--- src/rtl/dsfct_pkg.sv ---
package dsfct_pkg;

  // register offsets
  localparam logic [5:0] OFS_BALANCE_FIRST = 6'h15;
  localparam logic [5:0] OFS_BALANCE_LAST  = 6'h1A;
  localparam logic [5:0] OFS_SLEEP_DELAY   = 6'h1B;
  localparam logic [5:0] OFS_READ_SELECT   = 6'h1C;

  // field positions inside the 8-bit register value
  localparam int MINUTE_FIELD_LSB = 3;
  localparam int MINUTE_FIELD_MSB = 7;
  localparam int SELECT_FIELD_LSB = 2;
  localparam int SELECT_FIELD_MSB = 7;

  // reset values
  localparam logic [4:0] BALANCE_RESET = 5'h00;
  localparam logic [4:0] SLEEP_RESET   = 5'h00;
  localparam logic [5:0] SELECT_RESET  = 6'h00;

  // limits and counts
  localparam logic [4:0] BALANCE_MAX_MIN = 5'h1E;
  localparam int         BALANCE_COUNT   = 6;
  localparam int         FRAME_BITS      = 24;
  localparam logic [4:0] FRAME_LAST_BIT  = 5'h17;
  localparam logic [5:0] OWN_ADDRESS     = 6'h00;
  localparam int         FIFO_DEPTH      = 8;

  // timing: one minute at the 40 MHz system clock
  localparam longint CLK_HZ        = 40_000_000;
  localparam longint MINUTE_S      = 60;
  localparam longint MINUTE_CYCLES = CLK_HZ * MINUTE_S;

  // write frame as received, in frame field order
  typedef struct packed {
    logic [5:0] dev_addr;
    logic [5:0] reg_addr;
    logic [7:0] data;
    logic       all_parts;
    logic [2:0] pad;
  } dsfct_write_type;

  // readout frame, in frame field order
  typedef struct packed {
    logic [5:0]  dev_addr;
    logic [15:0] payload;
    logic [1:0]  crc;
  } dsfct_read_type;

  // one conversion result waiting for readout
  typedef struct packed {
    logic [3:0]  channel;
    logic [11:0] result;
  } dsfct_conv_type;

endpackage

--- src/rtl/dsfct_serial.sv ---
// What this block does
// - six balance timers set each balance output on time, 1 to 30 minutes; zero means no limit.
// - balance timer minutes in bits 7..3; bits 2..0 reserved, write zero.
// - all balance timers hold zero after reset.
// - sleep delay timer, 0 to 31 minutes, requests power-down; resets to zero.
// - sleep delay minutes in bits 7..3; bits 2..0 reserved, write zero.
// - read select picks next readback register; zero selects conversion results.
// - read select address in bits 7..2; bits 1..0 reserved, write zero.
// - serial input sampled and output launched on falling serial clock.
// - chip select frames transfers and starts the conversion sequence.
// - write frame: device, register, data, all-parts bit, three zeros.
// - conversion frame: device, channel, 12-bit result, 2-bit check.
// - register frame: device, register, 8-bit value, two zeros, check.
// - conversion readout spans N back-to-back 24-bit frames.
// - chip select held low across frames or pulsed per frame both work.
// - device address sent LSB first; all other fields MSB first.
// - check bits are remainder of bits 17..2 divided by x^2+1.
// - two stages and one xor, cleared, stepped over 16 input bits.
// - conversion check covers channel and result only, not device address.
// - all-parts bit addresses the write to every device in chain.
// - nonzero device address is decremented and forwarded, all-parts writes forwarded unchanged; zero acts.
// - readout frames passed toward host get device address incremented.

module dsfct_fifo #(
  parameter int WIDTH = 16,
  parameter int DEPTH = dsfct_pkg::FIFO_DEPTH
) (
  input  wire logic             clk,
  input  wire logic             reset_n,
  input  wire logic             in_valid,
  output logic                  in_ready,
  input  wire logic [WIDTH-1:0] in_data,
  output logic                  out_valid,
  input  wire logic             out_ready,
  output logic [WIDTH-1:0]      out_data
);
  localparam int PW = (DEPTH > 1) ? $clog2(DEPTH) : 1;

  // pointers wrap by overflow, so depth must be a power of two
  if (DEPTH < 2 || (DEPTH & (DEPTH - 1)) != 0)
  begin : g_bad_depth
    $error("fifo depth must be a power of two of at least 2");
  end

  logic [WIDTH-1:0] mem_q [DEPTH];
  logic [PW-1:0]    wr_ptr_q;
  logic [PW-1:0]    rd_ptr_q;
  logic [PW:0]      count_q;
  logic [PW:0]      count_d;
  logic             push;
  logic             pop;

  assign push     = in_valid && in_ready;
  assign pop      = out_valid && out_ready;
  assign out_data = mem_q[rd_ptr_q];

  // occupancy after this cycle's push and pop
  always_comb
  begin
    count_d = count_q;
    if (push && !pop)
    begin
      count_d = count_q + 1'b1;
    end
    else if (pop && !push)
    begin
      count_d = count_q - 1'b1;
    end
  end

  // storage, written only on an accepted push
  always_ff @(posedge clk)
  begin
    if (push)
    begin
      mem_q[wr_ptr_q] <= in_data;
    end
  end

  // pointers and registered full / empty flags
  always_ff @(posedge clk or negedge reset_n)
  begin
    if (!reset_n)
    begin
      wr_ptr_q  <= '0;
      rd_ptr_q  <= '0;
      count_q   <= '0;
      in_ready  <= 1'b0;
      out_valid <= 1'b0;
    end
    else
    begin
      if (push)
      begin
        wr_ptr_q <= wr_ptr_q + 1'b1;
      end
      if (pop)
      begin
        rd_ptr_q <= rd_ptr_q + 1'b1;
      end
      count_q   <= count_d;
      in_ready  <= (count_d != (PW + 1)'(DEPTH));
      out_valid <= (count_d != '0);
    end
  end
endmodule // dsfct_fifo

module dsfct_serial #(
  parameter logic [31:0] MINUTE_CYCLES = 32'(dsfct_pkg::MINUTE_CYCLES),
  parameter int          FIFO_DEPTH    = dsfct_pkg::FIFO_DEPTH
) (
  input  wire logic                       clk,
  input  wire logic                       reset_n,
  input  wire logic                       serial_clk,
  input  wire logic                       chip_select_n,
  input  wire logic                       serial_in_line,
  output logic                            serial_out_line,
  input  wire logic [5:0]                 balance_request,
  output logic [5:0]                      balance_output,
  output logic                            sleep_request,
  output logic                            convert_start,
  input  wire logic                       conv_valid,
  output logic                            conv_ready,
  input  wire dsfct_pkg::dsfct_conv_type  conv_word,
  output dsfct_pkg::dsfct_write_type      up_frame,
  output logic                            up_valid,
  input  wire dsfct_pkg::dsfct_read_type  chain_rd_frame,
  input  wire logic                       chain_rd_valid,
  output dsfct_pkg::dsfct_read_type       down_frame,
  output logic                            down_valid
);
  if (MINUTE_CYCLES < 32'h0000_0002)
  begin : g_bad_minute
    $error("minute count must be at least 2 cycles");
  end

  // reverse a 6-bit device address for LSB-first transfer
  function automatic logic [5:0] flip6(input logic [5:0] v);
    logic [5:0] r;
    r = '0;
    for (int k = 0; k < 6; k++)
    begin
      r[k] = v[5 - k];
    end
    return r;
  endfunction

  // check bits over 16 bits, fed from bit 15 (frame bit 17) downwards
  function automatic logic [1:0] check_bits(input logic [15:0] d);
    logic s1;
    logic s2;
    logic x;
    s1 = 1'b0;
    s2 = 1'b0;
    x  = 1'b0;
    for (int k = 15; k >= 0; k--)
    begin
      s2 = s1;
      s1 = x;
      x  = d[k] ^ s2;
    end
    return {s1, x};
  endfunction

  logic [2:0]  sclk_sync_q;
  logic [1:0]  cs_sync_q;
  logic        cs_prev_q;
  logic [1:0]  sdi_sync_q;
  logic        sclk_fall;
  logic        cs_fall;
  logic        cs_active;
  logic        sdi_s;

  // pins cross two flops before anything reads them
  always_ff @(posedge clk or negedge reset_n)
  begin
    if (!reset_n)
    begin
      sclk_sync_q <= 3'h7;
      cs_sync_q   <= 2'h3;
      cs_prev_q   <= 1'b1;
      sdi_sync_q  <= 2'h0;
    end
    else
    begin
      sclk_sync_q <= {sclk_sync_q[1:0], serial_clk};
      cs_sync_q   <= {cs_sync_q[0], chip_select_n};
      cs_prev_q   <= cs_sync_q[1];
      sdi_sync_q  <= {sdi_sync_q[0], serial_in_line};
    end
  end

  // edges judged on synchronised copies only
  assign sclk_fall = sclk_sync_q[2] && !sclk_sync_q[1];
  assign cs_fall   = cs_prev_q && !cs_sync_q[1];
  assign cs_active = !cs_sync_q[1];
  assign sdi_s     = sdi_sync_q[1];

  logic [22:0]                rx_q;
  logic [4:0]                 bit_cnt_q;
  logic                       frame_end;
  logic [23:0]                rx_word;
  dsfct_pkg::dsfct_write_type wr;
  logic [5:0]                 wr_dev;
  logic                       wr_hit;

  assign frame_end = cs_active && sclk_fall && (bit_cnt_q == dsfct_pkg::FRAME_LAST_BIT);
  assign rx_word   = {rx_q, sdi_s};
  assign wr        = dsfct_pkg::dsfct_write_type'(rx_word);
  assign wr_dev    = flip6(wr.dev_addr);
  assign wr_hit    = frame_end && ((wr_dev == dsfct_pkg::OWN_ADDRESS) || wr.all_parts);

  // count wraps, so held or pulsed select both frame
  always_ff @(posedge clk or negedge reset_n)
  begin
    if (!reset_n)
    begin
      rx_q      <= '0;
      bit_cnt_q <= '0;
    end
    else if (!cs_active)
    begin
      bit_cnt_q <= '0;
    end
    else if (sclk_fall)
    begin
      rx_q      <= rx_word[22:0];
      bit_cnt_q <= frame_end ? 5'h00 : bit_cnt_q + 1'b1;
    end
  end

  always_ff @(posedge clk or negedge reset_n)
  begin
    if (!reset_n)
    begin
      up_frame <= '0;
      up_valid <= 1'b0;
    end
    else
    begin
      // all-parts writes go on up unchanged
      up_valid <= frame_end && ((wr_dev != dsfct_pkg::OWN_ADDRESS) || wr.all_parts);
      if (frame_end)
      begin
        up_frame          <= wr;
        up_frame.dev_addr <= wr.all_parts ? wr.dev_addr : flip6(wr_dev - 6'h01);
      end
    end
  end

  always_ff @(posedge clk or negedge reset_n)
  begin
    if (!reset_n)
    begin
      down_frame <= '0;
      down_valid <= 1'b0;
    end
    else
    begin
      down_valid <= chain_rd_valid;
      if (chain_rd_valid)
      begin
        down_frame          <= chain_rd_frame;
        down_frame.dev_addr <= chain_rd_frame.dev_addr + 6'h01;
      end
    end
  end

  logic [4:0] bal_min_q [dsfct_pkg::BALANCE_COUNT];
  logic [4:0] sleep_min_q;
  logic [5:0] select_q;
  logic [4:0] wr_minutes;
  logic       sleep_load;

  assign wr_minutes = wr.data[dsfct_pkg::MINUTE_FIELD_MSB:dsfct_pkg::MINUTE_FIELD_LSB];
  assign sleep_load = wr_hit && (wr.reg_addr == dsfct_pkg::OFS_SLEEP_DELAY);

  // timers and select reset to zero
  always_ff @(posedge clk or negedge reset_n)
  begin
    if (!reset_n)
    begin
      for (int i = 0; i < dsfct_pkg::BALANCE_COUNT; i++)
      begin
        bal_min_q[i] <= dsfct_pkg::BALANCE_RESET;
      end
      sleep_min_q <= dsfct_pkg::SLEEP_RESET;
      select_q    <= dsfct_pkg::SELECT_RESET;
    end
    else if (wr_hit)
    begin
      for (int i = 0; i < dsfct_pkg::BALANCE_COUNT; i++)
      begin
        if (wr.reg_addr == dsfct_pkg::OFS_BALANCE_FIRST + 6'(i))
        begin
          bal_min_q[i] <= (wr_minutes > dsfct_pkg::BALANCE_MAX_MIN) ?
                          dsfct_pkg::BALANCE_MAX_MIN : wr_minutes;
        end
      end
      if (sleep_load)
      begin
        sleep_min_q <= wr_minutes;
      end
      if (wr.reg_addr == dsfct_pkg::OFS_READ_SELECT)
      begin
        select_q <= wr.data[dsfct_pkg::SELECT_FIELD_MSB:dsfct_pkg::SELECT_FIELD_LSB];
      end
    end
  end

  logic [31:0] tick_cnt_q;
  logic        minute_tick;

  // free-running minute prescaler shared by all timers
  always_ff @(posedge clk or negedge reset_n)
  begin
    if (!reset_n)
    begin
      tick_cnt_q <= '0;
    end
    else
    begin
      tick_cnt_q <= minute_tick ? 32'h0000_0000 : tick_cnt_q + 32'h0000_0001;
    end
  end
  assign minute_tick = (tick_cnt_q == MINUTE_CYCLES - 32'h0000_0001);

  for (genvar g = 0; g < dsfct_pkg::BALANCE_COUNT; g++)
  begin : g_balance
    logic [4:0] left_q;
    logic       expired_q;
    logic       req_prev_q;

    always_ff @(posedge clk or negedge reset_n)
    begin
      if (!reset_n)
      begin
        left_q            <= '0;
        expired_q         <= 1'b0;
        req_prev_q        <= 1'b0;
        balance_output[g] <= 1'b0;
      end
      else
      begin
        req_prev_q <= balance_request[g];
        if (balance_request[g] && !req_prev_q)
        begin
          left_q    <= bal_min_q[g];
          expired_q <= 1'b0;
        end
        else if (minute_tick && balance_request[g] && left_q != 5'h00)
        begin
          left_q    <= left_q - 5'h01;
          expired_q <= (left_q == 5'h01);
        end
        balance_output[g] <= balance_request[g] && !(expired_q && bal_min_q[g] != 5'h00);
      end
    end
  end

  logic [4:0] sleep_left_q;

  always_ff @(posedge clk or negedge reset_n)
  begin
    if (!reset_n)
    begin
      sleep_left_q  <= dsfct_pkg::SLEEP_RESET;
      sleep_request <= 1'b0;
    end
    else if (sleep_load)
    begin
      // restart on every write; zero leaves it idle
      sleep_left_q  <= wr_minutes;
      sleep_request <= 1'b0;
    end
    else if (minute_tick && sleep_left_q != 5'h00)
    begin
      sleep_left_q <= sleep_left_q - 5'h01;
      if (sleep_left_q == 5'h01)
      begin
        sleep_request <= 1'b1;
      end
    end
  end

  always_ff @(posedge clk or negedge reset_n)
  begin
    if (!reset_n)
    begin
      convert_start <= 1'b0;
    end
    else
    begin
      convert_start <= cs_fall;
    end
  end

  dsfct_pkg::dsfct_conv_type fifo_word;
  logic                      fifo_valid;
  logic                      fifo_pop;
  logic                      tx_load;
  logic                      conv_mode;
  logic [7:0]                reg_value;
  dsfct_pkg::dsfct_read_type tx_frame;
  logic [23:0]               tx_bits;
  logic [23:0]               tx_q;
  logic                      tx_held_q;

  // conversion results wait here until the host clocks them out
  dsfct_fifo #(
    .WIDTH ($bits(dsfct_pkg::dsfct_conv_type)),
    .DEPTH (FIFO_DEPTH)
  ) u_fifo (
    .clk       (clk),
    .reset_n   (reset_n),
    .in_valid  (conv_valid),
    .in_ready  (conv_ready),
    .in_data   (conv_word),
    .out_valid (fifo_valid),
    .out_ready (fifo_pop),
    .out_data  (fifo_word)
  );

  assign conv_mode = (select_q == 6'h00);
  // each frame boundary loads the next result
  assign tx_load   = frame_end || (cs_fall && !(tx_held_q && conv_mode));
  assign fifo_pop  = tx_load && conv_mode && fifo_valid;

  // popped but not yet shifted; a select pulse must not pop a second word
  always_ff @(posedge clk or negedge reset_n)
  begin
    if (!reset_n)
    begin
      tx_held_q <= 1'b0;
    end
    else if (frame_end)
    begin
      tx_held_q <= fifo_pop;
    end
    else if (cs_active && sclk_fall)
    begin
      tx_held_q <= 1'b0;
    end
  end

  // register value for readback; reserved bits read zero
  always_comb
  begin
    reg_value = 8'h00;
    for (int i = 0; i < dsfct_pkg::BALANCE_COUNT; i++)
    begin
      if (select_q == dsfct_pkg::OFS_BALANCE_FIRST + 6'(i))
      begin
        reg_value = {bal_min_q[i], 3'h0};
      end
    end
    if (select_q == dsfct_pkg::OFS_SLEEP_DELAY)
    begin
      reg_value = {sleep_min_q, 3'h0};
    end
    if (select_q == dsfct_pkg::OFS_READ_SELECT)
    begin
      reg_value = {select_q, 2'h0};
    end
  end

  // outgoing frame; an empty queue sends channel 0, result 0
  always_comb
  begin
    tx_frame.dev_addr = dsfct_pkg::OWN_ADDRESS;
    tx_frame.payload  = fifo_valid ? 16'(fifo_word) : 16'h0000;
    if (!conv_mode)
    begin
      tx_frame.payload = {select_q, reg_value, 2'h0};
    end
    tx_frame.crc = check_bits(tx_frame.payload);
    tx_bits = {flip6(tx_frame.dev_addr), tx_frame.payload, tx_frame.crc};
  end

  always_ff @(posedge clk or negedge reset_n)
  begin
    if (!reset_n)
    begin
      tx_q            <= '0;
      serial_out_line <= 1'b0;
    end
    else if (tx_load)
    begin
      tx_q            <= tx_bits;
      serial_out_line <= tx_bits[23];
    end
    else if (cs_active && sclk_fall)
    begin
      tx_q            <= {tx_q[22:0], 1'b0};
      serial_out_line <= tx_q[22];
    end
  end
endmodule // dsfct_serial

--- config.mk ---
export PLATFORM = sky130hd
export DESIGN_NAME = dsfct_serial
export DESIGN_NICKNAME = d
export VERILOG_FILES = /design/src/rtl/dsfct_pkg.sv /design/src/rtl/dsfct_serial.sv
export SDC_FILE = /design/constraint.sdc
export NUM_CORES = 1
export LEC_CHECK = 0
export BUFFER_PORTS_ARGS = -buffer_cell sky130_fd_sc_hd__buf_2
export CAP_MARGIN = 20
export CORE_MARGIN = 8
export CORE_UTILIZATION = 25
export CTS_BUF_LIST = sky130_fd_sc_hd__clkbuf_8
export CTS_CLUSTER_DIAMETER = 150
export DETAILED_ROUTE_END_ITERATION = 16
export PLACE_DENSITY = 0.46
export SLEW_MARGIN = 20
export SYNTH_ARGS = -nofsm -noshare
export SYNTH_HDL_FRONTEND = slang
export SYNTH_SLANG_ARGS = --single-unit
--- constraint.sdc ---
create_clock -name clk -period 5.25 [get_ports clk]
set_input_delay 0.2625 -clock clk [delete_from_list [all_inputs] [get_ports clk]]
set_output_delay 0.2625 -clock clk [all_outputs]
set_load 0.005 [all_outputs]
==> flow_summary.ini <==
[synthesis]
synth_simple_gate_area_share_pct = 12.9
synth_top_area_cell = dfrtp_1
synth_cell_types = 72
syn-num-nets = 1417
synth-seq-cells = 379
synth_compound_area_share_pct = 6.50
yosysMostFrequentCell = dfrtp_1
synth_fa_ha_area_share_pct = 2.19
synth-async-reset-ratio_pct = 66.2
synth_top_area_share_pct = 36.9
netlist_area_mm2 = 0.0166
ys_warn_count = 0
yosys-mux-area-fraction_pct = 10.3
ys_seq_area_share_pct = 61.0
synthXorXnorAreaFrac_pct = 4.64
syn_inst = 1335
ys_top_cells_by_count = dfrtp_1 (245), nand2_1 (217), edfxtp_1 (128)
yosys_most_used_dff = dfrtp_1
synth_top_family_by_area = simple AND/OR/NAND/NOR gates
synth-edff-count = 128
synth_area_leaders = dfrtp_1 (37%), edfxtp_1 (23%), nand2_1 (4.9%)
avgSynthCellArea_um2 = 12.4

[drt]
post-route-drc-count = 0
vias = 10751
drtAntennaViolNets = 0
routed_wl_um = 39500
dr.first_iter.drc_count = 694
via_per_inst = 4.41
first_pass_iters = 4
drt-wirelength-per-cell_um = 16.2

[die]
num_rows = 94
chipHeight_um = 274
coreArea_mm2 = 0.0657
design.portCount = 113
die_x_um = 274
dieArea_mm2 = 0.0749
initial_utilization_pct = 25.3

[placed_design]
gp_congestion = 0.785
dp_cells = 2264
portBuffers = 112
hpwl_um = 25900
placedInstanceArea_mm2 = 0.0182
place_ws_ps = 2100

[critical_path]
rrSetupSlack_ps = 2180
endpoint_kind = flip-flop
rr_endpoint = tx_q[1]
r2r_cells = 8
crit_required_ps = 5800
crit_arrival_ps = 3620
crit_fanout = 30
crit_type = reg2reg
start_kind = flip-flop
r2r-start = u_fifo.rd_ptr_q[0]

[final_layout]
postLayoutCellArea_mm2 = 0.0202
area_growth_pct = 21.4
drive_above_1_share_pct = 22.4
final_cells = 2437
num-nets-final = 1602
postLayoutCoreUtil_pct = 30.7

[clocking]
clock_path_buffers = 3
cts_inserted_buffers = 67
clk_latency_ps = 650
clockRootBuffer = clkbuf_8
clk_pin_slew_worst_paths_ps = 60
htreeDepth = 3
cts_resized = 0
cts_setup_buffers = 0
cts_tree = done
ctsHoldBuffers = 51
clock-sinks = 379

[timing]
max_freq_ghz = 0.326
setup_viol = 0
tns_ps = 0
fin_crit_sh_pct = 58.5
period_needed_ps = 3070
max_slew_margin_pct = 35.3
slew_violations = 0
clock_skew_ps = 41.7
holdWs_ps = 85.7
fin_ws_ps = 2180
rsz0062_at_grt = false
hold_viol = 0
tightest_slew_ps = 971

[min_path]
holdPathStages = 1
hp-start = chain_rd_valid
hold_class = in2reg
hold_end = down_valid

[grt]
grt_pass1_vias = 11152
grt.overflow.total = 0
grt_antenna_before_repair = 3
grt_max_degree = 175
grt_usage_pct = 10.6
grt_pass1_wl_um = 63500

[power]
ir_drop_mv = 0.224
power.total_mw = 8.44
p_per_area_mw_per_mm2 = 419
power_leakage_nw = 8.57

[status]
status = finished, final reports clean

[job]
drv_cap = 0
layout by cell type (no fill, tap or decap), types with 4 or more instances in the layout:
| cell type | synthesis | routed |
|---|---|---|
| nand2b_1 | 12 | 12 |
| nand2_1 | 217 | 217 |
| a31oi_1 | 4 | 4 |
| clkinv_2 | 0 | 6 |
| a22o_1 | 11 | 11 |
| a211oi_1 | 9 | 9 |
| nor3b_1 | 7 | 4 |
| mux2i_1 | 35 | 35 |
| nor2b_1 | 13 | 13 |
| dfstp_2 | 6 | 6 |
| ha_1 | 29 | 29 |
| nor4_1 | 7 | 6 |
| buf_2 | 15 | 111 |
| nor2_1 | 63 | 62 |
| mux4_2 | 19 | 19 |
| xnor3_1 | 5 | 5 |
| o21ai_0 | 81 | 81 |
| nand3_1 | 38 | 38 |
| inv_1 | 27 | 41 |
| and3_1 | 18 | 18 |
| a21oi_1 | 27 | 27 |
| nand4_1 | 9 | 9 |
| nor3_4 | 2 | 5 |
| and2_1 | 12 | 12 |
| a21o_1 | 6 | 6 |
| xor2_1 | 34 | 34 |
| xnor2_1 | 41 | 41 |
| or4_1 | 6 | 6 |
| clkbuf_8 | 0 | 86 |
| mux2_2 | 70 | 70 |
| edfxtp_1 | 128 | 128 |
| dlygate4sd3_1 | 0 | 51 |
| dfrtp_1 | 245 | 245 |
| a22oi_1 | 9 | 9 |
| buf_4 | 3 | 13 |
| nor3_1 | 27 | 22 |
| mux4_1 | 5 | 5 |
| bufinv_16 | 0 | 4 |
worst max path at each step:
stage                             from                  to  slack, ps  depth (start not counted)
floorplan           u_fifo.wr_ptr_q[0]  u_fifo.mem_q[1][0]       2470                          2
global placement           select_q[3]             tx_q[1]       2140                          6
detailed placement         select_q[3]             tx_q[1]       2100                          6
CTS                        select_q[3]             tx_q[1]       2070                          6
global route        u_fifo.rd_ptr_q[0]             tx_q[1]       2020                          8
finish              u_fifo.rd_ptr_q[0]             tx_q[1]       2180                          8
logic make-up (layout without fill, tap and decap cells):
logic type	after synthesis	after routing
XOR/XNOR	80	80
multiplexers	130	130
AND/OR/NAND/NOR	453	453
buffers and inverters	90	325
AO/OA/AOI/OAI	174	174
adder cells (fa/ha/maj)	29	29
flip-flops	379	379
other	0	3
routing by layer:
| layer | global-route usage [%] | vias to the layer above | part of all wire (%) |
|---|---|---|---|
| li1 | - | 5136 | - |
| met1 | 14.1 | 5348 | 47 |
| met2 | 16.7 | 198 | 46 |
| met3 | 2.85 | 69 | 5.0 |
| met4 | 3.48 | 0 | 2.2 |
| met5 | 0 | - | 0 |
layout make-up:
| type | count | area (um2) |
|---|---|---|
| fill | 6647 | 45600 |
| clock inverter | 33 | 264 |
| timing repair buffer | 179 | 1230 |
| inverter | 27 | 101 |
| antenna | 3 | 7.51 |
| tap | 864 | 1080 |
| multi-input combinational | 866 | 6160 |
| clock buffer | 86 | 1180 |
| sequential | 379 | 10100 |
flip-flops by register name, indices dropped and copies added (netlist names), 23 cells and up:
name              cells
bal_min_q            30
down_frame           24
g_balance.left_q     30
rx_q                 23
tick_cnt_q           32
tx_q                 23
u_fifo.mem_q        128
up_frame             24
report_power, final:
group / switching, mW / internal (mW) / total, mW
logic: 0.951 / 0.989 / 1.94
clock network: 1.25 / 1.68 / 2.93
registers: 0.202 / 3.37 / 3.57
critical path, stage by stage, from the launching register on:
cell,delay [ps]
dfrtp_1,320
buf_4,440
mux4_1,620
mux2i_1,280
nor2_1,120
a31oi_2,240
xnor3_1,380
xnor3_1,360
a221oi_2,230
Note: power is estimated with default switching activity, not from simulation.
